## config.mk

```make
export PLATFORM = sky130hd
export DESIGN_NAME = frs_result_status
export DESIGN_NICKNAME = d
export VERILOG_FILES = /design/src/verilog/frs_reset_ctrl.v /design/src/verilog/frs_result_status.v
export VERILOG_INCLUDE_DIRS = /design/src /design/src/verilog
export SDC_FILE = /design/constraint.sdc
export NUM_CORES = 1
export LEC_CHECK = 0
export BUFFER_PORTS_ARGS = -buffer_cell sky130_fd_sc_hd__buf_4
export CAP_MARGIN = 20
export CORE_MARGIN = 3
export CORE_UTILIZATION = 40
export CTS_BUF_LIST = sky130_fd_sc_hd__clkbuf_16
export CTS_CLUSTER_DIAMETER = 100
export CTS_CLUSTER_SIZE = 14
export DETAILED_ROUTE_END_ITERATION = 7
export GPL_TIMING_DRIVEN = 0
export PLACE_DENSITY_LB_ADDON = 0.1
export SYNTH_ARGS = -nofsm -noshare
export SYNTH_HDL_FRONTEND = slang
export SYNTH_SLANG_ARGS = --single-unit
```

## constraint.sdc

```tcl
create_clock -name clock -period 1.75 [get_ports clock]
set_input_delay 0.2625 -clock clock [delete_from_list [all_inputs] [get_ports clock]]
set_output_delay 0.2625 -clock clock [all_outputs]
set_load 0.02 [all_outputs]
```

## src/verilog/frs_map.vh

```
`ifndef FRS_MAP_VH
`define FRS_MAP_VH
// Status byte 1 fields
`define FRS_S1_END_CYL      7
`define FRS_S1_CRC          5
`define FRS_S1_OVERRUN      4
`define FRS_S1_NO_SECTOR    2
`define FRS_S1_WP_VIOL      1
`define FRS_S1_NO_ID_MARK   0
// Status byte 2 fields
`define FRS_S2_CTRL_MARK    6
`define FRS_S2_DATA_CRC     5
`define FRS_S2_TRK_MISMATCH 4
`define FRS_S2_BAD_TRK      1
`define FRS_S2_NO_DATA_MARK 0
// Status byte 3 fields
`define FRS_S3_WP           6
`define FRS_S3_ONE_HI       5
`define FRS_S3_TRACK_ZERO_INPUT         4
`define FRS_S3_ONE_LO       3
`define FRS_S3_HEAD         2
// Constants
`define FRS_LAST_SECTOR     8'hFF
`define FRS_BAD_TRACK       8'hFF
`define FRS_INDEX_LIMIT     2'h2
`define FRS_RESET_VAL       8'h00
`define FRS_S3_FIXED        8'h28
// Command classes
`define FRS_CMD_NONE        3'h0
`define FRS_CMD_READ        3'h1
`define FRS_CMD_READ_DEL    3'h2
`define FRS_CMD_READ_ID     3'h3
`define FRS_CMD_READ_TRACK  3'h4
`define FRS_CMD_WRITE       3'h5
`define FRS_CMD_WRITE_DEL   3'h6
`define FRS_CMD_FORMAT      3'h7
// Result selectors
`define FRS_SEL_ONE         2'h1
`define FRS_SEL_TWO         2'h2
`define FRS_SEL_THREE       2'h3
`endif

```

## src/verilog/frs_reset_ctrl.v

```verilog
`timescale 1ns/1ps
`include "frs_map.vh"
module frs_reset_ctrl (
	// Clock and pin reset
	input  wire clock,
	input  wire nrst,
	// Software reset requests
	input  wire dor_reset_set,
	input  wire dor_reset_clear,
	input  wire rate_reset_pulse,
	// Results
	output reg  dor_reset_r,
	output reg  core_reset_r,
	output reg  power_down_exit_r
);
	reg rate_reset_r;

	// Output-register reset holds until cleared; rate reset lasts one cycle
	always @(posedge clock or negedge nrst) begin
		if (!nrst) begin
			dor_reset_r       <= 1'b1;
			rate_reset_r      <= 1'b0;
			core_reset_r      <= 1'b1;
			power_down_exit_r <= 1'b0;
		end else begin
			if (dor_reset_set)
				dor_reset_r <= 1'b1;
			else if (dor_reset_clear)
				dor_reset_r <= 1'b0;
			rate_reset_r      <= rate_reset_pulse & ~rate_reset_r;
			core_reset_r      <= dor_reset_r | dor_reset_set | rate_reset_r;
			power_down_exit_r <= dor_reset_set | rate_reset_pulse | dor_reset_r;
		end
	end
endmodule

```

## src/verilog/frs_result_status.v

```verilog
`timescale 1ns/1ps
`include "frs_map.vh"
// Functional notes
// - Flag end of track on sector overrun or data command ending without terminal count.
// - Flag CRC error found in id field or data field.
// - Flag late host or DMA service causing overrun or underrun.
// - Flag missing sector, failed id read or bad track sequence.
// - Flag write-protect going high during write or format commands.
// - Flag no id mark after two index pulses, or no data mark.
// - Unused bits of bytes one, two and three read zero.
// - Byte three bits five and three always read one.
// - Flag control mark on wrong kind of data address mark.
// - Flag CRC error in the data field.
// - Flag track read from id differing from internal track.
// - Flag bad track when mismatched id track equals FF.
// - Flag missing data mark only; a deleted data mark sets the control mark on the read data command only, not on read deleted.
// - Byte three mirrors write-protect, track zero, head and drive selects.
// - Pin, output-register and rate-register resets all reset and wake the core.
// - Power-on reset initialises the controller.
// - Pin reset aborts operations and returns to idle.
// - Leaving reset clears configure settings and waits for a command.
// - Drive polling starts after reset unless configure disables it.
// - Rate reset self-clears; output-register reset held by host and wins.
// - Pin reset clears all registers including specify values, sets output-register reset.
// - Status bytes are presented through the data register in result phase.
module frs_result_status #(
	parameter TRACK_W = 8
) (
	// Clock and reset
	input  wire               clock,
	input  wire               nrst,
	// Command context from the sequencer
	input  wire               cmd_start,
	input  wire [2:0]         cmd_class,
	input  wire               cmd_end,
	input  wire               terminal_count,
	input  wire [7:0]         sector_num,
	input  wire [TRACK_W-1:0] id_track,
	input  wire [TRACK_W-1:0] internal_track,
	input  wire               id_valid,
	// Error events from the data path
	input  wire               id_crc_err,
	input  wire               data_crc_err,
	input  wire               service_late,
	input  wire               sector_not_found,
	input  wire               sequence_err,
	input  wire               index_pulse_input,
	input  wire               id_mark_seen,
	input  wire               data_mark_missing,
	input  wire               deleted_mark_seen,
	input  wire               normal_mark_seen,
	// Drive cable inputs
	input  wire               write_protect_input,
	input  wire               track_zero_input,
	// Drive outputs to mirror
	input  wire               head_side_output,
	input  wire [1:0]         drive_select_out,
	// Host data register read
	input  wire               result_read,
	input  wire [1:0]         result_sel,
	input  wire               results_done,
	// Software resets, configure and specify writes
	input  wire               dor_reset_set,
	input  wire               dor_reset_clear,
	input  wire               rate_reset_pulse,
	input  wire               cfg_poll_disable,
	input  wire               cfg_write,
	input  wire [7:0]         specify_in,
	input  wire               specify_write,
	// Outputs
	output reg  [7:0]         data_out_r,
	output reg                idle_r,
	output reg                poll_enable_r,
	output reg                dor_reset_out_r,
	output reg                awake_r,
	output reg  [7:0]         specify_r
);
	localparam ST_IDLE = 2'h0;
	localparam ST_EXEC = 2'h1;
	localparam ST_HOLD = 2'h2;

	reg [1:0]         state_r;
	reg [2:0]         class_r;
	reg [1:0]         index_cnt_r;
	reg               id_seen_r;
	reg [7:0]         s1_live_r;
	reg [7:0]         s2_live_r;
	reg [7:0]         s1_r;
	reg [7:0]         s2_r;
	reg               wp_m_r;
	reg               wp_s_r;
	reg               wp_d_r;
	reg               t0_m_r;
	reg               t0_s_r;
	reg               idx_m_r;
	reg               idx_s_r;
	reg               idx_d_r;
	reg [7:0]         s1_nxt;
	reg [7:0]         s2_nxt;
	wire              dor_reset_w;
	wire              core_reset_w;
	wire              wake_w;
	wire              idx_rise;
	wire              wp_rise;
	wire              mismatch;
	wire [7:0]        s3_w;

	function is_write_class;
		input [2:0] c;
		begin
			is_write_class = (c == `FRS_CMD_WRITE) || (c == `FRS_CMD_WRITE_DEL) || (c == `FRS_CMD_FORMAT);
		end
	endfunction

	function is_data_class;
		input [2:0] c;
		begin
			is_data_class = (c == `FRS_CMD_READ) || (c == `FRS_CMD_READ_DEL) ||
				(c == `FRS_CMD_WRITE) || (c == `FRS_CMD_WRITE_DEL);
		end
	endfunction

	frs_reset_ctrl u_rst (
		.clock             (clock),
		.nrst              (nrst),
		.dor_reset_set     (dor_reset_set),
		.dor_reset_clear   (dor_reset_clear),
		.rate_reset_pulse  (rate_reset_pulse),
		.dor_reset_r       (dor_reset_w),
		.core_reset_r      (core_reset_w),
		.power_down_exit_r (wake_w)
	);

	// Pin synchronisers
	always @(posedge clock or negedge nrst) begin
		if (!nrst) begin
			wp_m_r  <= 1'b0;
			wp_s_r  <= 1'b0;
			wp_d_r  <= 1'b0;
			t0_m_r  <= 1'b0;
			t0_s_r  <= 1'b0;
			idx_m_r <= 1'b1;
			idx_s_r <= 1'b1;
			idx_d_r <= 1'b1;
		end else begin
			wp_m_r  <= write_protect_input;
			wp_s_r  <= wp_m_r;
			wp_d_r  <= wp_s_r;
			t0_m_r  <= track_zero_input;
			t0_s_r  <= t0_m_r;
			idx_m_r <= index_pulse_input;
			idx_s_r <= idx_m_r;
			idx_d_r <= idx_s_r;
		end
	end

	// Index input is active low
	assign idx_rise = idx_d_r & ~idx_s_r;
	assign wp_rise  = wp_s_r & ~wp_d_r;
	assign mismatch = id_valid && (id_track != internal_track);

	// Byte three assembled live from pins and drive outputs
	assign s3_w = `FRS_S3_FIXED |
		({7'h00, wp_s_r} << `FRS_S3_WP) |
		({7'h00, t0_s_r} << `FRS_S3_TRACK_ZERO_INPUT) |
		({7'h00, head_side_output} << `FRS_S3_HEAD) |
		{6'h00, drive_select_out};

	// Live error accumulation while executing
	always @* begin
		s1_nxt = s1_live_r;
		s2_nxt = s2_live_r;
		if ((sector_num == `FRS_LAST_SECTOR && cmd_end == 1'b0 && id_valid) ||
			(cmd_end && is_data_class(class_r) && !terminal_count))
			s1_nxt[`FRS_S1_END_CYL] = 1'b1;
		if (id_crc_err || data_crc_err)
			s1_nxt[`FRS_S1_CRC] = 1'b1;
		if (service_late)
			s1_nxt[`FRS_S1_OVERRUN] = 1'b1;
		if ((sector_not_found && (class_r == `FRS_CMD_READ || class_r == `FRS_CMD_READ_DEL)) ||
			(id_crc_err && class_r == `FRS_CMD_READ_ID) ||
			(sequence_err && class_r == `FRS_CMD_READ_TRACK))
			s1_nxt[`FRS_S1_NO_SECTOR] = 1'b1;
		if (wp_rise && is_write_class(class_r))
			s1_nxt[`FRS_S1_WP_VIOL] = 1'b1;
		if ((idx_rise && !id_seen_r && index_cnt_r == `FRS_INDEX_LIMIT - 2'h1) || data_mark_missing)
			s1_nxt[`FRS_S1_NO_ID_MARK] = 1'b1;
		if ((deleted_mark_seen && class_r == `FRS_CMD_READ) ||
			(normal_mark_seen && class_r == `FRS_CMD_READ_DEL))
			s2_nxt[`FRS_S2_CTRL_MARK] = 1'b1;
		if (data_crc_err)
			s2_nxt[`FRS_S2_DATA_CRC] = 1'b1;
		if (mismatch)
			s2_nxt[`FRS_S2_TRK_MISMATCH] = 1'b1;
		if (mismatch && id_track == `FRS_BAD_TRACK)
			s2_nxt[`FRS_S2_BAD_TRK] = 1'b1;
		if (data_mark_missing)
			s2_nxt[`FRS_S2_NO_DATA_MARK] = 1'b1;
	end

	// Command tracking, latch and result presentation
	always @(posedge clock or negedge nrst) begin
		if (!nrst) begin
			state_r         <= ST_IDLE;
			class_r         <= `FRS_CMD_NONE;
			index_cnt_r     <= 2'h0;
			id_seen_r       <= 1'b0;
			s1_live_r       <= `FRS_RESET_VAL;
			s2_live_r       <= `FRS_RESET_VAL;
			s1_r            <= `FRS_RESET_VAL;
			s2_r            <= `FRS_RESET_VAL;
			data_out_r      <= `FRS_RESET_VAL;
			idle_r          <= 1'b1;
			poll_enable_r   <= 1'b1;
			dor_reset_out_r <= 1'b1;
			awake_r         <= 1'b0;
			specify_r       <= `FRS_RESET_VAL;
		end else begin
			dor_reset_out_r <= dor_reset_w;
			awake_r         <= wake_w;
			if (specify_write)
				specify_r <= specify_in;
			if (core_reset_w) begin
				state_r       <= ST_IDLE;
				class_r       <= `FRS_CMD_NONE;
				index_cnt_r   <= 2'h0;
				id_seen_r     <= 1'b0;
				s1_live_r     <= `FRS_RESET_VAL;
				s2_live_r     <= `FRS_RESET_VAL;
				s1_r          <= `FRS_RESET_VAL;
				s2_r          <= `FRS_RESET_VAL;
				data_out_r    <= `FRS_RESET_VAL;
				idle_r        <= 1'b1;
				poll_enable_r <= 1'b1;
			end else begin
				if (cfg_write)
					poll_enable_r <= ~cfg_poll_disable;
				case (state_r)
					ST_IDLE: begin
						idle_r <= 1'b1;
						if (cmd_start) begin
							state_r     <= ST_EXEC;
							class_r     <= cmd_class;
							index_cnt_r <= 2'h0;
							id_seen_r   <= 1'b0;
							s1_live_r   <= `FRS_RESET_VAL;
							s2_live_r   <= `FRS_RESET_VAL;
							idle_r      <= 1'b0;
						end
					end
					ST_EXEC: begin
						s1_live_r <= s1_nxt;
						s2_live_r <= s2_nxt;
						if (id_mark_seen)
							id_seen_r <= 1'b1;
						if (idx_rise && index_cnt_r != `FRS_INDEX_LIMIT)
							index_cnt_r <= index_cnt_r + 2'h1;
						if (cmd_end) begin
							s1_r    <= s1_nxt;
							s2_r    <= s2_nxt;
							state_r <= ST_HOLD;
						end
					end
					ST_HOLD: begin
						if (result_read) begin
							case (result_sel)
								`FRS_SEL_ONE:   data_out_r <= s1_r & 8'hB7;
								`FRS_SEL_TWO:   data_out_r <= s2_r & 8'h73;
								`FRS_SEL_THREE: data_out_r <= s3_w;
								default:        data_out_r <= `FRS_RESET_VAL;
							endcase
						end
						if (results_done) begin
							state_r <= ST_IDLE;
							idle_r  <= 1'b1;
						end
					end
					default: begin
						state_r <= ST_IDLE;
					end
				endcase
			end
		end
	end
endmodule

```

# After elaboration in Yosys (flattened, before gate mapping)
# Index checks and enable logic that the tools add are counted.
[op_classes]
div_mod_pow = 0
n_reduce_logical = 48
multipliers = 0
addsub = 1
magnitude_cmp = 0
mux = 50
n_shift = 0
eq_ne = 23
n_bitwise = 15
[op_table]
columns = ["cell", "n"]
rows = [
  ["$mux 8", 8],
  ["$mux 7", 4],
  ["$pmux 8 s3", 1],
  ["$mux 1", 21],
  ["$eq 8x8->1 const B", 2],
  ["$pmux 8 s2", 1],
  ["$reduce_bool 2->1", 8],
  ["$logic_and 1x1->1", 15],
  ["$ne 3x2->1 const B", 5],
  ["$mux 2", 7],
  ["$pmux 7 s2", 1],
  ["$eq 3x3->1 const B", 4],
  ["$reduce_and 3->1", 4],
  ["$logic_or 1x1->1", 11],
  ["$reduce_and 2->1", 5],
  ["$mux 3", 3],
  ["$ne 8x8->1", 1],
  ["$or 7x2->7", 1],
  ["$or 7x3->7", 1],
  ["$or 7x5->7", 1],
  ["$eq 2x1->1 const B", 3],
  ["$eq 2x2->1 const B", 3],
  ["$eq 3x2->1 const B", 2],
  ["$pmux 2 s3", 1],
  ["other kinds (12)", 24],
]
[totals]
output_inout_bits = 20
wordCells = 165
ff_bits = 70
input_bits = 66
mem_count = 0
latchBits = 0
mem_bits_rw = 0
romBits = 0

# Depth between registers and ports, before layout
# Gate-level depths: netlist (run 1).
[logic_depth]
depth_word = 11
depth_mapped = 6
ltp_nobuf = 5

# Cells and area by module
# Synthesis (run 1) repeated with hierarchy kept, for this count alone.
[hier_totals]
hier_cells = 237
area_unflattened_um2 = 2715.1
[modules_own_cells]
columns = ["module", "instances", "area_each_um2", "cells_each"]
rows = [
  ["frs_result_status", 1, 2581.2, 228],
  ["frs_reset_ctrl", 1, 133.9, 9],
]

# Worst setup path after synthesis (run 1)
# Ideal clock, no wire load.
[synth_timing]
path_type = "reg-to-reg"
start = "register state_r[1]"
end = "register index_cnt_r[0]"
period_less_slack_ps = 1452
t_arrival_ps = 1329
setup_ps = 123
t_required_ps = 1627
n_path_buf = 1
setup_slack_ps = 298
path_stages_with_launch = 5
cell_sequence = "dfrtp_1 > buf_2 > o21ba_4 > or4b_4 > mux2i_1"
[synth_via]
elab_chain_cells = 3
[synth_rtl]
columns = ["element", "line", "source"]
rows = [
  ["from (decl)", "frs_result_status.v:82", "reg [1:0] state_r;"],
  ["from (signal assigned)", "frs_result_status.v:204", "state_r <= ST_IDLE;"],
  ["from (signal assigned)", "frs_result_status.v:224", "state_r <= ST_IDLE;"],
  ["from (signal assigned)", "frs_result_status.v:242", "state_r <= ST_EXEC;"],
  ["$eq 2x1->1 / $logic_not 2->1 (equally long branches)", "frs_result_status.v:238", "case (state_r)"],
  ["$ne 3x2->1 (no line), or another cell as far along", "-", ""],
  ["$reduce_and 3->1 (no line) / $mux 2 (equally long branches)", "-", ""],
  ["to (signal assigned)", "frs_result_status.v:257", "index_cnt_r <= index_cnt_r + 2'h1;"],
  ["to (decl)", "frs_result_status.v:84", "reg [1:0] index_cnt_r;"],
]
# Parallel ways exist; a longest one is shown, timed or not.
# A chain may end at the register's enable or synchronous reset.

# Worst setup path after layout (run 1)
[layout_timing]
start = "register state_r[1]"
end = "register s2_live_r[1]"
[layout_via]
elab_chain_cells = 3
[layout_rtl]
columns = ["element", "line", "source"]
rows = [
  ["$eq 2x1->1 / $logic_not 2->1 (equally long branches)", "frs_result_status.v:238", ""],
  ["$pmux 7 s2, or another cell as far along", "frs_result_status.v:238", ""],
  ["$mux 7 / $reduce_and 2->1 (equally long branches)", "-", ""],
  ["to (signal assigned)", "frs_result_status.v:229", "s2_live_r <= `FRS_RESET_VAL;"],
  ["to (signal assigned)", "frs_result_status.v:247", "s2_live_r <= `FRS_RESET_VAL;"],
  ["to (signal assigned)", "frs_result_status.v:253", "s2_live_r <= s2_nxt;"],
  ["to (decl)", "frs_result_status.v:87", "reg [7:0] s2_live_r;"],
]
# Parallel ways exist; a longest one is shown, timed or not. The select of a mux whose other input is x is not followed.

==> results_dict.tcl, run 1 <==
set metrics [dict create \
    synth_fp_nets 305 \
    antenna_cells 0 \
    p_per_area_nw_per_um2 980 \
    syn2layout_area_growth_pct 37.8 \
    cts-resized-gates 0 \
    die-area_um2 7770 \
    p_clk_frac 0.494 \
    netlist_instances 237 \
    cts_tree "yes" \
    power_frac_seq 0.413 \
    setup_viol 0 \
    clk_path_buf_depth 2 \
    gp_congestion 0.741 \
    cp-startpoint "state_r[1]" \
    min_period_over_period 0.908 \
    synth_area_per_cell_um2 11.4 \
    placed_cells 396 \
    worstSetupStartpointType "flip-flop" \
    io_buffers 82 \
    std_cell_rows 29 \
    synth_ff_type "dfrtp_1" \
    max_clock_freq_mhz 630 \
    floorplan.initialDensity 0.418 \
    numCtsBuffers 9 \
    p_int_mw 2.89 \
    crit_fanout 9 \
    timing.hold.ws_ps 12.8 \
    via_count 2070 \
    cap_viol_max_count 0 \
    ant_nets 0 \
    nFillCells 592 \
    critPathMaxStageDelay_ps 440 \
    period_minus_slack_ps 1590 \
    ios 86 \
    p_leak_nw 1.76 \
    min_path_type "primary input to async pin" \
    cts_sinks 62 \
    grt_max_degree 63 \
    status "finished, final reports clean" \
    drt_iter0_markers 60 \
    path_clk_slew_ps 50 \
    timing_hold_violations_final 0 \
    end_kind "flip-flop" \
    cts_setup_buffers 0 \
    crit_type "flip-flop to flip-flop" \
    setup_tns_ps 0 \
    switching_share 0.208 \
    power.share.combinational 0.093 \
    relSlewSlack 0.491 \
    h-tree-depth 3 \
    seq_area_um2 1560 \
    async_flop_share 1.00 \
    antenna_found_initial 0 \
    yosysUniqueCellTypes 38 \
    cp.arrival_ps 1780 \
    drt_pre_antenna_iters 4 \
    drv_slew 0 \
    dieWidth_um 88.2 \
    wire_per_inst_um 14.6 \
    grt_pass1_vias 2147 \
    grt_first_pass_wirelength_um 10000 \
    grt_usage 0.173 \
    worstMarginPinSlew_ps 763 \
    cts-root-buf "clkbuf_16" \
    layoutNonFillerInstCount 411 \
    totalWireLength_um 5990 \
    r2r-start "state_r[1]" \
    clk_latency_ps 320 \
    place_hpwl_um 4370 \
    clock_skew_ps 5.43 \
    synth_edf_count 0 \
    rsz0062_at_grt "yes" \
    final_nets 397 \
    multiInputGateArea_um2 1070 \
    reg2reg_slack_ps 160 \
    vias_per_cell 5.04 \
    preCtsSetupSlack_ps 119 \
    fin_util 0.576 \
    ys_ff_latch 62 \
    peakVddDrop_mv 0.812 \
    fin_ws_ps 162 \
    drive_gt1_frac 0.377 \
    synth_area_um2 2700 \
    cpMaxStageDelayCell "nor3b_2" \
    yosys_warnings 0 \
    yosysSeqAreaShare 0.578 \
    switching_power_uw 758 \
    postCtsHoldBufs 0 \
    drc 0 \
    grt-ovfl-total 0 \
    die_h_um 88.2 \
    core_um2 6460 \
    path_cells "buf_2 > nor3b_2 > nor2_1 > nand4_1 > o21ai_0" \
    critPathRequiredTime_ps 1950 \
]
## path summary, 6_finish.rpt
check                      depth (start not counted)                      end
max in group asynchronous                          1             specify_r[5]
min in group clock                                 1                  idx_m_r
setup reg to reg                                   5             s2_live_r[1]
hold / removal                                     1  u_rst.power_down_exit_r
setup / recovery                                   5             s2_live_r[1]
hold reg to reg                                    0                   t0_s_r
## synth_stat cells, types with 2 or more instances
| master | n | area (µm²) |
|---|---|---|
| o21ai_0 | 14 | 70.1 |
| nand2_1 | 21 | 78.8 |
| mux2i_1 | 7 | 70.1 |
| nand2b_1 | 3 | 18.8 |
| mux2_2 | 13 | 146 |
| or3_1 | 3 | 18.8 |
| a21o_1 | 4 | 30.0 |
| dfstp_2 | 8 | 210 |
| buf_2 | 2 | 10.0 |
| nand4_1 | 7 | 43.8 |
| nand3b_1 | 4 | 30.0 |
| xnor2_1 | 8 | 70.1 |
| a32o_1 | 4 | 40.0 |
| nor2b_1 | 4 | 25.0 |
| nor2_1 | 19 | 71.3 |
| dfrtp_1 | 54 | 1350 |
| nor3_1 | 4 | 20.0 |
| inv_1 | 7 | 26.3 |
| o21bai_1 | 2 | 15.0 |
| clkbuf_1 | 7 | 26.3 |
| a22o_1 | 11 | 96.3 |
| a22oi_1 | 2 | 15.0 |
| a21oi_1 | 13 | 65.1 |
| ha_1 | 2 | 25.0 |
## layer usage
layer / track usage / vias up / wire, µm / part of all wire
met5: 0 / - / 0 / 0
met3: 0.0593 / 9 / 337 / 0.056
met1: 0.208 / 987 / 2560 / 0.43
li1: - / 1023 / - / -
met2: 0.279 / 51 / 2990 / 0.50
met4: 0.0824 / 0 / 108 / 0.018
## power by group through the flow
stage          combinational, mW  clock [mW]  sequential, mW
2_1_floorplan              0.112           0            1.55
3_3_place_gp               0.341           0            1.53
3_5_place_dp               0.343           0            1.53
4_1_cts                    0.346        1.85            1.51
5_1_grt                    0.376        1.91            1.51
6_report                   0.339        1.80            1.51
## stage by stage
stage	power, mW	cell area [µm²]
after global placement	1.87	3410
after global routing	3.79	3720
after floorplan	1.67	2700
final	3.65	3720
after CTS	3.70	3720
after detailed placement	1.87	3410
## state kept, by name, indices dropped and copies added (netlist names), 2 cells and up
register,count
data_out_r,8
specify_r,8
s1_live_r,6
s1_r,6
s2_live_r,5
s2_r,5
class_r,3
index_cnt_r,2
state_r,2
## logic make-up (layout without fill, tap and decap cells)
kind of cell	after synthesis	after routing	synth area share
xor+xnor	9	9	0.0292
buf+inv	17	114	0.0273
fa+ha+maj	2	2	0.00927
flops	62	62	0.578
compound gates	54	54	0.137
mux	20	20	0.0802
simple gates	73	73	0.139
## layout by cell type, fill, tap and decap left out, drive strengths merged, types with 3 or more instances in the layout
| cell | instances |
|---|---|
| nand4 | 7 |
| or3 | 3 |
| dfstp | 8 |
| a32o | 4 |
| nand3b | 4 |
| a21o | 4 |
| dfrtp | 54 |
| clkbuf | 15 |
| nand2b | 3 |
| mux2 | 13 |
| nor3 | 4 |
| nor2 | 20 |
| a22o | 11 |
| o21ai | 14 |
| clkinv | 3 |
| mux2i | 7 |
| inv | 9 |
| nor2b | 4 |
| xnor2 | 8 |
| nand2 | 21 |
| buf | 85 |
| a21oi | 13 |
## worst max-delay path, delay by kind of cell, from the launching register on
kind / cells / cell delay [ps]
DFF: 1 / 360
and+or+nand+nor: 3 / 850
buffers and inverters: 1 / 170
AOI/OAI and AO/OA: 1 / 70
## final cells by class
type | count | share of cell area
flip-flops and latches | 62 | 0.420
multi-input cells | 158 | 0.287
repair buffers | 82 | 0.165
clock buffers | 9 | 0.0605
well taps | 77 | 0.0259
clock inverters | 7 | 0.0219
plain buffers | 9 | 0.0121
inverters | 7 | 0.00706
(Power assumes the default switching activity.)
==> run 2: changes to the inputs <==
--- a/config.mk
+++ b/config.mk
@@ -8,7 +8,6 @@
 export LEC_CHECK = 0
 export BUFFER_PORTS_ARGS = -buffer_cell sky130_fd_sc_hd__buf_4
 export CAP_MARGIN = 20
-export CORE_MARGIN = 3
 export CORE_UTILIZATION = 40
 export CTS_BUF_LIST = sky130_fd_sc_hd__clkbuf_16
 export CTS_CLUSTER_DIAMETER = 100
==> constraint.sdc (replaced) <==
create_clock -name clock -period 2.05 [get_ports clock]
set_input_delay 0.3075 -clock clock [delete_from_list [all_inputs] [get_ports clock]]
set_output_delay 0.3075 -clock clock [all_outputs]
set_load 0.02 [all_outputs]
==> run 2 against run 1 <==
Clock power fell by 26%. Largest power group unchanged. Clock-buffer cell count did not move. Worst setup slack improved by 260 ps. Sequential share of layout area rose by 0.49 points. Non-clock buffer count rose by 1. Critical endpoint is now s1_live_r[5]. Final area fell by 1.1%. Utilization fell by 0.34 points. Hold slack improved by 54 ps. The flow now finishes with violations (design-rule violations). Global-route usage rose by 0.90 points. Via count fell by 0.43%. Largest cell class unchanged.
==> results_dict.tcl, run 2 (same netlist as run 1, synthesis figures left out) <==
set metrics [dict create \
    totalWireLength_um 5750 \
    min_period_over_period 0.796 \
    timing_hold_violations_final 0 \
    cap_viol_max_count 0 \
    max_clock_freq_mhz 613 \
    wire_per_inst_um 14.0 \
    p_per_area_nw_per_um2 789 \
    rsz0062_at_grt "no" \
    worstSetupStartpointType "flip-flop" \
    cts-resized-gates 0 \
    std_cell_rows 29 \
    relSlewSlack 0.427 \
    h-tree-depth 3 \
    grt_first_pass_wirelength_um 9870 \
    switching_share 0.233 \
    postCtsHoldBufs 0 \
    die_h_um 84.2 \
    io_buffers 82 \
    p_leak_nw 1.73 \
    dieWidth_um 84.2 \
    status "finished with violations" \
    layout_common_cells "82 x buf_4, 54 x dfrtp_1, 21 x nand2_1" \
    grt_pass1_vias 2202 \
    syn2layout_area_growth_pct 36.2 \
    crit_fanout 10 \
    placed_cells 396 \
    grt_usage 0.182 \
    cp-startpoint "u_rst.core_reset_r" \
    fin_area_um2 3680 \
    worstMarginPinSlew_ps 853 \
    cts_setup_buffers 0 \
    fin_util 0.573 \
    clock_skew_ps 5.82 \
    cp.arrival_ps 1880 \
    place_hpwl_um 4190 \
    cts_tree "yes" \
    layoutNonFillerInstCount 412 \
    drc 6 \
    final_nets 398 \
    r2r-start "u_rst.core_reset_r" \
    peakVddDrop_mv 0.515 \
    cts_sinks 62 \
    die-area_um2 7080 \
    violations "design-rule violations" \
    floorplan.initialDensity 0.420 \
    grt-ovfl-total 0 \
    critPathRequiredTime_ps 2300 \
    power_frac_seq 0.442 \
    clk_latency_ps 320 \
    drive_gt1_frac 0.373 \
    timing.hold.ws_ps 66.4 \
    p_int_mw 2.23 \
    nFillCells 563 \
    setup_tns_ps 0 \
    path_clk_slew_ps 50 \
    p_clk_frac 0.458 \
    top_regs "data_out_r x8, specify_r x8" \
    antenna_cells 0 \
    ant_nets 0 \
    switching_power_uw 677 \
    grt_max_degree 63 \
    setup_viol 0 \
    gp_congestion 0.739 \
    end_kind "flip-flop" \
    cts-root-buf "clkbuf_16" \
    power.share.combinational 0.100 \
    drt_pre_antenna_iters 6 \
    via_count 2061 \
    antenna_found_initial 0 \
    place_area_um2 3410 \
    clk_path_buf_depth 2 \
    numCtsBuffers 9 \
    min_path_type "primary input to async pin" \
    crit_type "flip-flop to flip-flop" \
    drv_slew 0 \
    core_um2 6420 \
    ios 86 \
    period_minus_slack_ps 1630 \
    drt_iter0_markers 74 \
    reg2reg_slack_ps 420 \
    final_common_cell "buf_4" \
    vias_per_cell 5.00 \
]
## run 2: cell count changes in the layout (fill, tap and decap cells not counted)
cell	previous run	this run
clkinv_1	1	2
clkbuf_2	1	0
clkinv_4	0	1
bufinv_16	2	0
nor3_1	3	4
clkinvlp_4	0	2
inv_1	9	7
nor3_2	1	0
clkbuf_1	5	7
## run 2: path summary, 6_finish.rpt
kind / cells past startpoint / end
hold reg to reg: 0 / wp_s_r
min in group clock: 1 / t0_m_r
max in group asynchronous: 1 / specify_r[3]
setup / recovery: 4 / s1_live_r[5]
setup reg to reg: 4 / s1_live_r[5]
hold / removal: 1 / awake_r
## run 2: final cells by class
type	count	area [µm²]	area share
buffer	10	47.5	0.0129
timing repair buffer	82	616	0.167
inverter	7	26.3	0.00714
tap	77	96.3	0.0262
clock inverter	7	41.3	0.0112
sequential	62	1560	0.424
clock buffer	9	225	0.0612
multi-input combinational	158	1060	0.289
## run 2: metrics by stage
| step | power (mW) | setup WS, ps |
|---|---|---|
| after CTS | 2.93 | 380 |
| after global routing | 3.02 | 225 |
| final | 2.90 | 418 |
| after global placement | 1.59 | 432 |
| after detailed placement | 1.60 | 409 |
| after floorplan | 1.42 | 593 |
## run 2: power by group through the flow
stage | clock network [mW] | registers (mW) | logic, mW
2_1_floorplan | 0 | 1.33 | 0.0958
3_3_place_gp | 0 | 1.30 | 0.291
3_5_place_dp | 0 | 1.31 | 0.295
4_1_cts | 1.35 | 1.28 | 0.296
5_1_grt | 1.42 | 1.29 | 0.318
6_report | 1.33 | 1.28 | 0.291
## run 2: per-layer routing
| metal | track usage | wire length (µm) | share of wire | up-vias |
|---|---|---|---|---|
| li1 | - | - | - | 1025 |
| met3 | 0.0521 | 301 | 0.052 | 6 |
| met1 | 0.222 | 2570 | 0.45 | 977 |
| met2 | 0.299 | 2790 | 0.49 | 53 |
| met4 | 0.0862 | 87 | 0.015 | 0 |
| met5 | 0 | 0 | 0 | - |
## run 2: worst max-delay path, cell delays in order (launching register included)
cell,delay (ps)
dfstp_2,580
clkbuf_1,370
o21bai_1,290
o21ai_0,150
a21oi_1,160
